### config.mk
export PLATFORM = sky130hd
export DESIGN_NAME = fcd_decoder
export DESIGN_NICKNAME = d
export VERILOG_FILES = /design/src/fcd_pkg.sv /design/src/fcd_track_file.sv /design/src/fcd_decoder.sv
export SDC_FILE = /design/constraint.sdc
export NUM_CORES = 1
export LEC_CHECK = 0
export BUFFER_PORTS_ARGS = -buffer_cell sky130_fd_sc_hd__buf_2
export CAP_MARGIN = 25
export CORE_ASPECT_RATIO = 0.7
export CORE_MARGIN = 2
export CORE_UTILIZATION = 58
export CTS_CLUSTER_DIAMETER = 50
export DETAILED_ROUTE_END_ITERATION = 16
export GPL_TIMING_DRIVEN = 0
export PLACE_DENSITY = 0.77
export REMOVE_ABC_BUFFERS = 1
export SLEW_MARGIN = 30
export SYNTH_ARGS = -nofsm -noshare
export SYNTH_HDL_FRONTEND = slang
export SYNTH_SLANG_ARGS = --single-unit
### constraint.sdc
create_clock -name clock -period 4 [get_ports clock]
set_input_delay 0.2 -clock clock [delete_from_list [all_inputs] [get_ports clock]]
set_output_delay 0.2 -clock clock [all_outputs]
set_load 0.02 [all_outputs]
### src/fcd_pkg.sv
package fcd_pkg;
	localparam logic [4:0] OP_SCAN_EQ     = 5'h11;
	localparam logic [4:0] OP_SCAN_HE     = 5'h1d;
	localparam logic [4:0] OP_SCAN_LE     = 5'h19;
	localparam logic [4:0] OP_VERIFY      = 5'h16;
	localparam logic [4:0] OP_WRITE       = 5'h05;
	localparam logic [7:0] OP_SEEK        = 8'h0f;
	localparam logic [7:0] OP_SENSE_DRIVE = 8'h04;
	localparam logic [7:0] OP_SENSE_INT   = 8'h08;
	localparam logic [7:0] OP_SPECIFY     = 8'h03;
	localparam logic [7:0] OP_VERSION     = 8'h10;
	localparam logic [6:0] OP_SET_TRACK   = 7'h21;
	localparam logic [3:0] SET_TRACK_PAT  = 4'h3;
	localparam logic [7:0] INVALID_ST0    = 8'h80;
	localparam logic [3:0] DATA_CMD_LEN   = 4'h9;
	localparam logic [3:0] DATA_RES_LEN   = 4'h7;
	localparam logic [3:0] STR_RESET      = 4'h0;
	localparam logic [3:0] MOFF_RESET     = 4'h0;
	localparam logic [6:0] MON_RESET      = 7'h00;
	localparam logic       DMA_RESET      = 1'b0;
	typedef enum logic [4:0] {
		ST_CMD  = 5'b00001,
		ST_SEEK = 5'b00010,
		ST_EXEC = 5'b00100,
		ST_RES  = 5'b01000,
		ST_LOAD = 5'b10000
	} fcd_state_e;
endpackage : fcd_pkg

### src/fcd_track_file.sv
`timescale 1ns/1ns
`default_nettype none
module fcd_track_file #(
	parameter int DRIVES = 4
) (
	input  wire logic        clock,
	input  wire logic        rstn,
	input  wire logic        wr_en,
	input  wire logic [1:0]  wr_drive,
	input  wire logic        wr_upper,
	input  wire logic [7:0]  wr_byte,
	input  wire logic [1:0]  rd_drive,
	output logic      [11:0] rd_track
);
	logic [11:0] track [DRIVES];
	genvar g;
	generate
		for (g = 0; g < DRIVES; g++) begin : g_drv
			always_ff @(posedge clock or negedge rstn) begin
				if (!rstn) begin
					track[g] <= 12'h000;
				end else if (wr_en && wr_drive == 2'(g)) begin
					if (wr_upper)
						track[g][11:8] <= wr_byte[7:4];
					else
						track[g][7:0] <= wr_byte;
				end
			end
		end
	endgenerate
	assign rd_track = track[rd_drive];
endmodule : fcd_track_file
`default_nettype wire

### src/fcd_decoder.sv
`timescale 1ns/1ns
`default_nettype none
module fcd_decoder #(
	parameter logic [7:0] VERSION_ID = 8'h5a // Arbitrary value
) (
	input  wire logic       clock,
	input  wire logic       rstn,
	input  wire logic       cmd_valid,
	input  wire logic [7:0] cmd_byte,
	output logic            cmd_ready,
	output logic            res_valid,
	output logic      [7:0] res_byte,
	input  wire logic       res_ready,
	input  wire logic       extended_track_enable,
	input  wire logic       implied_seek_mode,
	output logic            exec_start,
	output logic      [4:0] exec_opcode,
	output logic            exec_seek,
	output logic      [11:0] seek_track,
	output logic      [1:0] exec_drive,
	output logic            head_select,
	output logic            multitrack_flag,
	output logic            density_flag,
	output logic            skip_deleted_flag,
	output logic            enable_count_flag,
	output logic            exec_to_disk,
	output logic            host_data_needed,
	output logic            compare_mode,
	input  wire logic       exec_done,
	input  wire logic [7:0] exec_st0,
	input  wire logic [7:0] exec_st1,
	input  wire logic [7:0] exec_st2,
	input  wire logic [7:0] exec_sector,
	input  wire logic [7:0] st0_pending,
	input  wire logic [7:0] drive_status_pins,
	output logic      [3:0] step_rate,
	output logic      [3:0] motor_off_time,
	output logic      [6:0] motor_on_time,
	output logic            dma_disable
);
	fcd_pkg::fcd_state_e state;
	logic [7:0]  cbuf [9];
	logic [3:0]  ccount;
	logic [3:0]  clen;
	logic [7:0]  rbuf [7];
	logic [2:0]  ridx;
	logic [2:0]  rlast;
	logic [7:0]  status_meta;
	logic [7:0]  drive_status_reg;
	logic        ext_meta;
	logic        ext_sync;
	logic        is_data;
	logic        need_seek;
	logic        tf_wr;
	logic        tf_upper;
	logic [7:0]  tf_byte;
	logic [11:0] present_track_reg;
	logic [4:0]  low5;
	logic [3:0]  next_clen;
	logic        seek_hi_wr;

	assign low5 = cbuf[0][4:0];
	assign is_data = (low5 == fcd_pkg::OP_SCAN_EQ || low5 == fcd_pkg::OP_SCAN_HE ||
	                  low5 == fcd_pkg::OP_SCAN_LE || low5 == fcd_pkg::OP_VERIFY ||
	                  (low5 == fcd_pkg::OP_WRITE && !cbuf[0][5]));
	assign cmd_ready = (state == fcd_pkg::ST_CMD);

	// Drive status and the extended track pin come from outside; synchronise first
	always_ff @(posedge clock or negedge rstn) begin
		if (!rstn) begin
			status_meta <= 8'h00;
			drive_status_reg <= 8'h00;
			ext_meta <= 1'b0;
			ext_sync <= 1'b0;
		end else begin
			status_meta <= drive_status_pins;
			drive_status_reg <= status_meta;
			ext_meta <= extended_track_enable;
			ext_sync <= ext_meta;
		end
	end

	// Length from the first byte, judged as each byte lands
	always_comb begin
		logic [7:0] b;
		b = (ccount == 4'h0) ? cmd_byte : cbuf[0];
		next_clen = 4'h1;
		if (b[4:0] == fcd_pkg::OP_SCAN_EQ || b[4:0] == fcd_pkg::OP_SCAN_HE ||
		    b[4:0] == fcd_pkg::OP_SCAN_LE || b[4:0] == fcd_pkg::OP_VERIFY ||
		    (b[4:0] == fcd_pkg::OP_WRITE && !b[5]))
			next_clen = fcd_pkg::DATA_CMD_LEN;
		else if (b == fcd_pkg::OP_SEEK)
			next_clen = ext_sync ? 4'h4 : 4'h3;
		else if (b == fcd_pkg::OP_SENSE_DRIVE || b[7] == 1'b0 && b[5:0] == 6'h21)
			next_clen = (b == fcd_pkg::OP_SENSE_DRIVE) ? 4'h2 : 4'h3;
		else if (b == fcd_pkg::OP_SPECIFY)
			next_clen = 4'h3;
	end

	always_ff @(posedge clock or negedge rstn) begin
		if (!rstn) begin
			for (int i = 0; i < 9; i++) cbuf[i] <= 8'h00;
			ccount <= 4'h0;
			clen <= 4'h1;
		end else if (state == fcd_pkg::ST_CMD && cmd_valid) begin
			cbuf[ccount] <= cmd_byte;
			clen <= next_clen;
			ccount <= (ccount + 4'h1 >= next_clen) ? 4'h0 : ccount + 4'h1;
		end
	end

	// Set track pattern 0011 0 in the second byte, else invalid
	function automatic logic set_track_ok(input logic [7:0] op, input logic [7:0] sel);
		set_track_ok = (op[7] == 1'b0 && op[5:0] == 6'h21 && sel[7:4] == fcd_pkg::SET_TRACK_PAT && !sel[3]);
	endfunction

	assign tf_wr = (state == fcd_pkg::ST_LOAD && set_track_ok(cbuf[0], cbuf[1]) && cbuf[0][6]);
	assign tf_upper = cbuf[1][2];
	assign tf_byte = tf_upper ? {cbuf[2][3:0], 4'h0} : cbuf[2];
	// Track file also stands in for the head position; seeks update it
	// Upper nibble lands a cycle after the low byte; no command can reach load that soon
	always_ff @(posedge clock or negedge rstn) begin
		if (!rstn) begin
			seek_hi_wr <= 1'b0;
		end else begin
			seek_hi_wr <= exec_seek && exec_done;
		end
	end
	fcd_track_file #(.DRIVES(4)) u_track (
		.clock    (clock),
		.rstn     (rstn),
		.wr_en    (tf_wr || (exec_seek && exec_done) || seek_hi_wr),
		.wr_drive ((exec_seek || seek_hi_wr) ? exec_drive : cbuf[1][1:0]),
		.wr_upper (seek_hi_wr || (!exec_seek && tf_upper)),
		.wr_byte  (seek_hi_wr ? {seek_track[11:8], 4'h0} : exec_seek ? seek_track[7:0] : tf_byte),
		.rd_drive (exec_drive),
		.rd_track (present_track_reg)
	);

	always_ff @(posedge clock or negedge rstn) begin
		if (!rstn) begin
			state <= fcd_pkg::ST_CMD;
			exec_start <= 1'b0;
			exec_seek <= 1'b0;
			need_seek <= 1'b0;
			ridx <= 3'h0;
			rlast <= 3'h0;
			for (int i = 0; i < 7; i++) rbuf[i] <= 8'h00;
		end else begin
			exec_start <= 1'b0;
			case (state)
				fcd_pkg::ST_CMD: begin
					if (cmd_valid && ccount + 4'h1 >= next_clen)
						state <= fcd_pkg::ST_LOAD;
				end
				fcd_pkg::ST_LOAD: begin
					ridx <= 3'h0;
					if (is_data) begin
						need_seek <= (cbuf[1][7] && low5 != fcd_pkg::OP_VERIFY) || implied_seek_mode;
						exec_seek <= (cbuf[1][7] && low5 != fcd_pkg::OP_VERIFY) || implied_seek_mode;
						exec_start <= 1'b1;
						state <= ((cbuf[1][7] && low5 != fcd_pkg::OP_VERIFY) || implied_seek_mode) ?
						         fcd_pkg::ST_SEEK : fcd_pkg::ST_EXEC;
					end else if (cbuf[0] == fcd_pkg::OP_SEEK) begin
						exec_seek <= 1'b1;
						exec_start <= 1'b1;
						state <= fcd_pkg::ST_SEEK;
					end else if (cbuf[0] == fcd_pkg::OP_SPECIFY) begin
						state <= fcd_pkg::ST_CMD;
					end else if (cbuf[0] == fcd_pkg::OP_SENSE_DRIVE) begin
						rbuf[0] <= drive_status_reg;
						rlast <= 3'h0;
						state <= fcd_pkg::ST_RES;
					end else if (cbuf[0] == fcd_pkg::OP_SENSE_INT) begin
						rbuf[0] <= st0_pending;
						rbuf[1] <= present_track_reg[7:0];
						rbuf[2] <= {present_track_reg[11:8], 4'h0};
						rlast <= ext_sync ? 3'h2 : 3'h1;
						state <= fcd_pkg::ST_RES;
					end else if (set_track_ok(cbuf[0], cbuf[1])) begin
						rbuf[0] <= cbuf[1][2] ? {present_track_reg[11:8], 4'h0} : present_track_reg[7:0];
						rlast <= 3'h0;
						state <= fcd_pkg::ST_RES;
					end else if (cbuf[0] == fcd_pkg::OP_VERSION) begin
						rbuf[0] <= VERSION_ID;
						rlast <= 3'h0;
						state <= fcd_pkg::ST_RES;
					end else begin
						rbuf[0] <= fcd_pkg::INVALID_ST0;
						rlast <= 3'h0;
						state <= fcd_pkg::ST_RES;
					end
				end
				fcd_pkg::ST_SEEK: begin
					if (exec_done) begin
						exec_seek <= 1'b0;
						if (need_seek) begin
							need_seek <= 1'b0;
							exec_start <= 1'b1;
							state <= fcd_pkg::ST_EXEC;
						end else begin
							state <= fcd_pkg::ST_CMD;
						end
					end
				end
				fcd_pkg::ST_EXEC: begin
					if (exec_done) begin
						rbuf[0] <= exec_st0;
						rbuf[1] <= exec_st1;
						rbuf[2] <= exec_st2;
						rbuf[3] <= cbuf[2];
						rbuf[4] <= cbuf[3];
						rbuf[5] <= exec_sector;
						rbuf[6] <= cbuf[5];
						rlast <= 3'(fcd_pkg::DATA_RES_LEN - 4'h1);
						state <= fcd_pkg::ST_RES;
					end
				end
				fcd_pkg::ST_RES: begin
					if (res_ready) begin
						ridx <= ridx + 3'h1;
						if (ridx == rlast)
							state <= fcd_pkg::ST_CMD;
					end
				end
				default: state <= fcd_pkg::ST_CMD;
			endcase
		end
	end

	assign res_valid = (state == fcd_pkg::ST_RES);
	assign res_byte = rbuf[ridx];

	// Specify registers; motor on time shares the byte with the DMA bit
	always_ff @(posedge clock or negedge rstn) begin
		if (!rstn) begin
			step_rate <= fcd_pkg::STR_RESET;
			motor_off_time <= fcd_pkg::MOFF_RESET;
			motor_on_time <= fcd_pkg::MON_RESET;
			dma_disable <= fcd_pkg::DMA_RESET;
		end else if (state == fcd_pkg::ST_LOAD && cbuf[0] == fcd_pkg::OP_SPECIFY) begin
			step_rate <= cbuf[1][7:4];
			motor_off_time <= cbuf[1][3:0];
			motor_on_time <= cbuf[2][7:1];
			dma_disable <= cbuf[2][0];
		end
	end

	// Decoded fields for the execution engine
	assign exec_opcode = low5;
	assign exec_drive = cbuf[1][1:0];
	assign head_select = cbuf[1][2];
	assign multitrack_flag = cbuf[0][7];
	assign density_flag = cbuf[0][6];
	assign skip_deleted_flag = cbuf[0][5] && low5 != fcd_pkg::OP_WRITE;
	assign enable_count_flag = (low5 == fcd_pkg::OP_VERIFY) && cbuf[1][7];
	assign seek_track = (cbuf[0] == fcd_pkg::OP_SEEK) ?
	                    {(clen == 4'h4) ? cbuf[3][7:4] : 4'h0, cbuf[2]} : {4'h0, cbuf[2]};
	assign exec_to_disk = is_data && low5 == fcd_pkg::OP_WRITE;
	assign host_data_needed = is_data && low5 != fcd_pkg::OP_VERIFY;
	assign compare_mode = is_data && low5 != fcd_pkg::OP_VERIFY && low5 != fcd_pkg::OP_WRITE;

	invalid_res_a: assert property (@(posedge clock) disable iff (!rstn)
		state == fcd_pkg::ST_LOAD && !is_data && cbuf[0][4:0] == 5'h1f |=> res_byte == 8'h80 && res_valid)
		else $error("invalid opcode result wrong");
	version_res_a: assert property (@(posedge clock) disable iff (!rstn)
		state == fcd_pkg::ST_LOAD && cbuf[0] == 8'h10 |=> res_byte == VERSION_ID && !exec_start)
		else $error("version result wrong");
	specify_nores_a: assert property (@(posedge clock) disable iff (!rstn)
		state == fcd_pkg::ST_LOAD && cbuf[0] == 8'h03 |=> state == fcd_pkg::ST_CMD ##0 step_rate == $past(cbuf[1][7:4]))
		else $error("specify handling wrong");
	seek_nores_a: assert property (@(posedge clock) disable iff (!rstn)
		state == fcd_pkg::ST_SEEK && exec_done && !need_seek |=> !res_valid)
		else $error("seek produced a result");
	data_seven_a: assert property (@(posedge clock) disable iff (!rstn)
		state == fcd_pkg::ST_EXEC && exec_done |=> res_valid && rlast == 3'h6 && res_byte == $past(exec_st0))
		else $error("data result length wrong");
	drive_status_a: assert property (@(posedge clock) disable iff (!rstn)
		state == fcd_pkg::ST_LOAD && cbuf[0] == 8'h04 |=> res_byte == $past(drive_status_reg) && rlast == 3'h0)
		else $error("drive status result wrong");
	sense_int_a: assert property (@(posedge clock) disable iff (!rstn)
		state == fcd_pkg::ST_LOAD && cbuf[0] == 8'h08 |=> res_byte == $past(st0_pending) && rlast == ($past(ext_sync) ? 3'h2 : 3'h1))
		else $error("sense interrupt result wrong");
	implied_seek_a: assert property (@(posedge clock) disable iff (!rstn)
		state == fcd_pkg::ST_LOAD && is_data && implied_seek_mode |=> exec_seek && state == fcd_pkg::ST_SEEK)
		else $error("implied seek skipped");
	no_write_verify_a: assert property (@(posedge clock) disable iff (!rstn)
		low5 == fcd_pkg::OP_VERIFY |-> !host_data_needed && !exec_to_disk)
		else $error("verify moves host data");
	scan_cmp_a: assert property (@(posedge clock) disable iff (!rstn)
		state == fcd_pkg::ST_EXEC && low5 == fcd_pkg::OP_SCAN_HE |-> compare_mode && host_data_needed)
		else $error("scan compare not set");
	cov_scan_c: cover property (@(posedge clock) state == fcd_pkg::ST_EXEC && compare_mode && exec_done);
	cov_seek_c: cover property (@(posedge clock) state == fcd_pkg::ST_SEEK && exec_done);
	cov_inval_c: cover property (@(posedge clock) res_valid && res_byte == 8'h80);
endmodule : fcd_decoder
`default_nettype wire

==> impl_metrics.json <==
{
  "cp_slowest_cell": "or3b_2",
  "critPathTopFamily": "simple AND/OR/NAND/NOR gates",
  "critPathLaunchType": "register",
  "yosys.cell_count.top_type": "dfrtp_1",
  "place_inst": 1122,
  "grt_busiest_layer": "met1",
  "largest_reg_flops": 56,
  "grt_pass1_wl_microns": 38600,
  "postCtsHoldBufs": 23,
  "leakage_nw": 5.31,
  "synthTopCellsByArea": "dfrtp_1 52%, mux2_2 14%, nand2_1 5.6%, mux4_2 4.7%, mux2i_1 2.2%",
  "hold_ws_ns": 0.0470,
  "routed_wl_microns": 24800,
  "crit_path_end_kind": "register",
  "die-area_sq_um": 17600,
  "cts_tree": "built",
  "cp.arrival_ns": 3.99,
  "via_per_inst": 5.98,
  "cts_buffers": 20,
  "fin_area_sq_um": 11200,
  "postPlaceCellArea_sq_um": 10300,
  "use_met1": 0.445,
  "fin_worst_skew_ns": 0.0201,
  "finalSetupViolations": 0,
  "cts_buffer_depth": 3,
  "relSlewSlack": 0.332,
  "synthCells": 836,
  "grt_max_degree": 87,
  "cp.required_ns": 4.42,
  "cts.sinks": 201,
  "rsz0062_at_grt": "no",
  "finalNonFillerCells": 1178,
  "synth_ff_type": "dfrtp_1",
  "drtIter0Drc": 763,
  "globalRouteMet2Util": 0.427,
  "vias": 7048,
  "p_per_area_nw_per_um2": 685,
  "synth_seq_area_share": 0.525,
  "grt.overflow.total": 0,
  "yosysWarningCount": 0,
  "gp_congestion": 0.870,
  "io_pins": 118,
  "dr.pass1.iters": 5,
  "cts_resized": 0,
  "cts-root-buf": "clkbuf_16",
  "critical_path_buf_inv_count": 1,
  "routedWlPerCell_microns": 21.0,
  "dieHeight_microns": 112,
  "io_buffers": 117,
  "pre_cts_slack_ns": 0.490,
  "track_usage": 0.286,
  "clk_latency_ns": 0.50,
  "synth_cell_type_count": 62,
  "fmax_mhz": 280,
  "synthArstFlopShare": 1.00,
  "core_area_sq_um": 16200,
  "post-dp-hpwl_microns": 17400,
  "worstPathCellList": "inv_1 > ha_1 > or3b_2 > nor4b_1 > a21oi_1 > or2_2 > nand2_1 > ha_1 > a21o_1 > a21o_1 > a21oi_1 > a21oi_1 > mux2i_1",
  "reg.largest.list": "rbuf x56, u_track.track x48, cbuf x30",
  "htreeDepth": 1,
  "top_register": "rbuf",
  "synth.avg_cell_area_sq_um": 11.5,
  "slowest_delay_ns": 0.53,
  "num_antenna_cells": 0,
  "timing.max_cap.violations": 0,
  "nets": 1014,
  "worst_path_most_repeated_cell": "a21oi_1",
  "std_cell_rows": 39,
  "slew_violations": 0,
  "antenna_found_initial": 0,
  "tightestPinTransition_ns": 1.00,
  "post_cts_buffers": 0,
  "synth_top_area_cell": "dfrtp_1",
  "crit_fanout": 7,
  "finalHoldViolations": 0,
  "synth_edf_count": 0,
  "period_minus_slack_ns": 3.57,
  "die_x_microns": 158,
  "ys_seq_elements": 201,
  "critPathKind": "register to register",
  "first_global_vias": 7066,
  "period_share": 0.893,
  "peakVddDrop_mv": 0.460,
  "min-delay-start": "exec_st1[0]",
  "layout-drive-gt1-share": 0.332,
  "syn-cell-area_sq_um": 9580,
  "synth_common_cells": "199 x dfrtp_1, 142 x nand2_1, 118 x mux2_2, 41 x nor2_1, 34 x clkbuf_1",
  "hold_path.class": "input port to register",
  "grt_use_met3": 0.0510,
  "yosysTopAreaCellShare": 0.520,
  "outcome": "finished clean",
  "reg2reg_from": "ccount[0]",
  "drc_errors": 0,
  "ant_nets": 0,
  "fin_ws_ns": 0.429,
  "path_clk_slew_ns": 0.07,
  "cp-startpoint": "ccount[0]",
  "area_delta_synth_final_pct": 16.5,
  "initial_core_util": 0.590
}
-- kinds of logic after synthesis --
family | after synthesis | share of synthesized area
buffers and inverters | 70 | 0.0337
DFF | 201 | 0.525
and+or+nand+nor | 277 | 0.139
adders and majority gates | 9 | 0.0118
AOI/OAI and AO/OA | 112 | 0.0750
muxes | 159 | 0.208
xor gates and xnor gates | 8 | 0.00731
-- layout make-up --
type                            instances  area, sq um
Timing Repair Buffer                  145          923
Multi-Input combinational cell        565         4270
Inverter                                9         33.8
Tap cell                              225          282
Fill cell                            1226         5090
Clock buffer                           26          564
Clock inverter                          7         53.8
Sequential cell                       201         5040
-- layout by cell type (no fill, tap or decap), types with 4 or more instances in the layout --
cell | synthesis | routed
a21oi_1 | 29 | 29
a22o_1 | 12 | 12
a22oi_1 | 4 | 4
and2_1 | 9 | 8
and3_1 | 4 | 4
buf_2 | 3 | 116
clkbuf_16 | 0 | 21
dfrtp_1 | 199 | 196
dlygate4sd3_1 | 0 | 23
ha_1 | 9 | 9
inv_1 | 9 | 9
mux2_2 | 118 | 118
mux2i_1 | 21 | 21
mux4_2 | 20 | 20
nand2_1 | 142 | 141
nand2b_1 | 7 | 7
nand3_1 | 23 | 23
nand4_1 | 5 | 5
nor2_1 | 41 | 41
nor2b_1 | 9 | 8
nor3_1 | 7 | 5
o21ai_0 | 26 | 26
o21ai_1 | 6 | 6
xnor2_1 | 4 | 4
xor2_1 | 4 | 4
-- worst min-delay path, stage by stage --
cell      delay, ns
buf_2          0.10
a21boi_0       0.07
o21ai_0        0.13
-- per-layer routing --
layer,vias up,share of wire
met5,-,0
met4,0,0.017
met3,32,0.084
met2,325,0.43
met1,3521,0.47
li1,3170,-
-- power by group --
part,leakage [nW],total [mW],internal (mW),switching [mW]
registers,2.61,3.32,2.59,0.727
clock network,0.293,1.80,0.999,0.796
logic,2.40,2.53,1.23,1.30
-- path summary, 6_finish.rpt --
check,end,slack [ns],cells after the start
setup / recovery,ccount[2],0.43,13
hold reg to reg,drive_status_reg[1],0.35,0
setup reg to reg,ccount[2],0.43,13
hold / removal,rbuf[40],0.05,3
max in group asynchronous,u_track.track[27],2.72,4
min in group asynchronous,drive_status_reg[1],0.18,2
-- metrics by stage --
step | util | power, mW | TNS [ns]
6_report | 0.687 | 7.65 | 0
5_1_grt | 0.687 | 8.02 | 0
4_1_cts | 0.686 | 7.61 | 0
3_5_place_dp | 0.634 | 5.80 | 0
3_3_place_gp | 0.625 | 5.68 | -157.51
2_1_floorplan | - | 4.86 | 0
No activity file was read; power rests on OpenSTA's default activity.
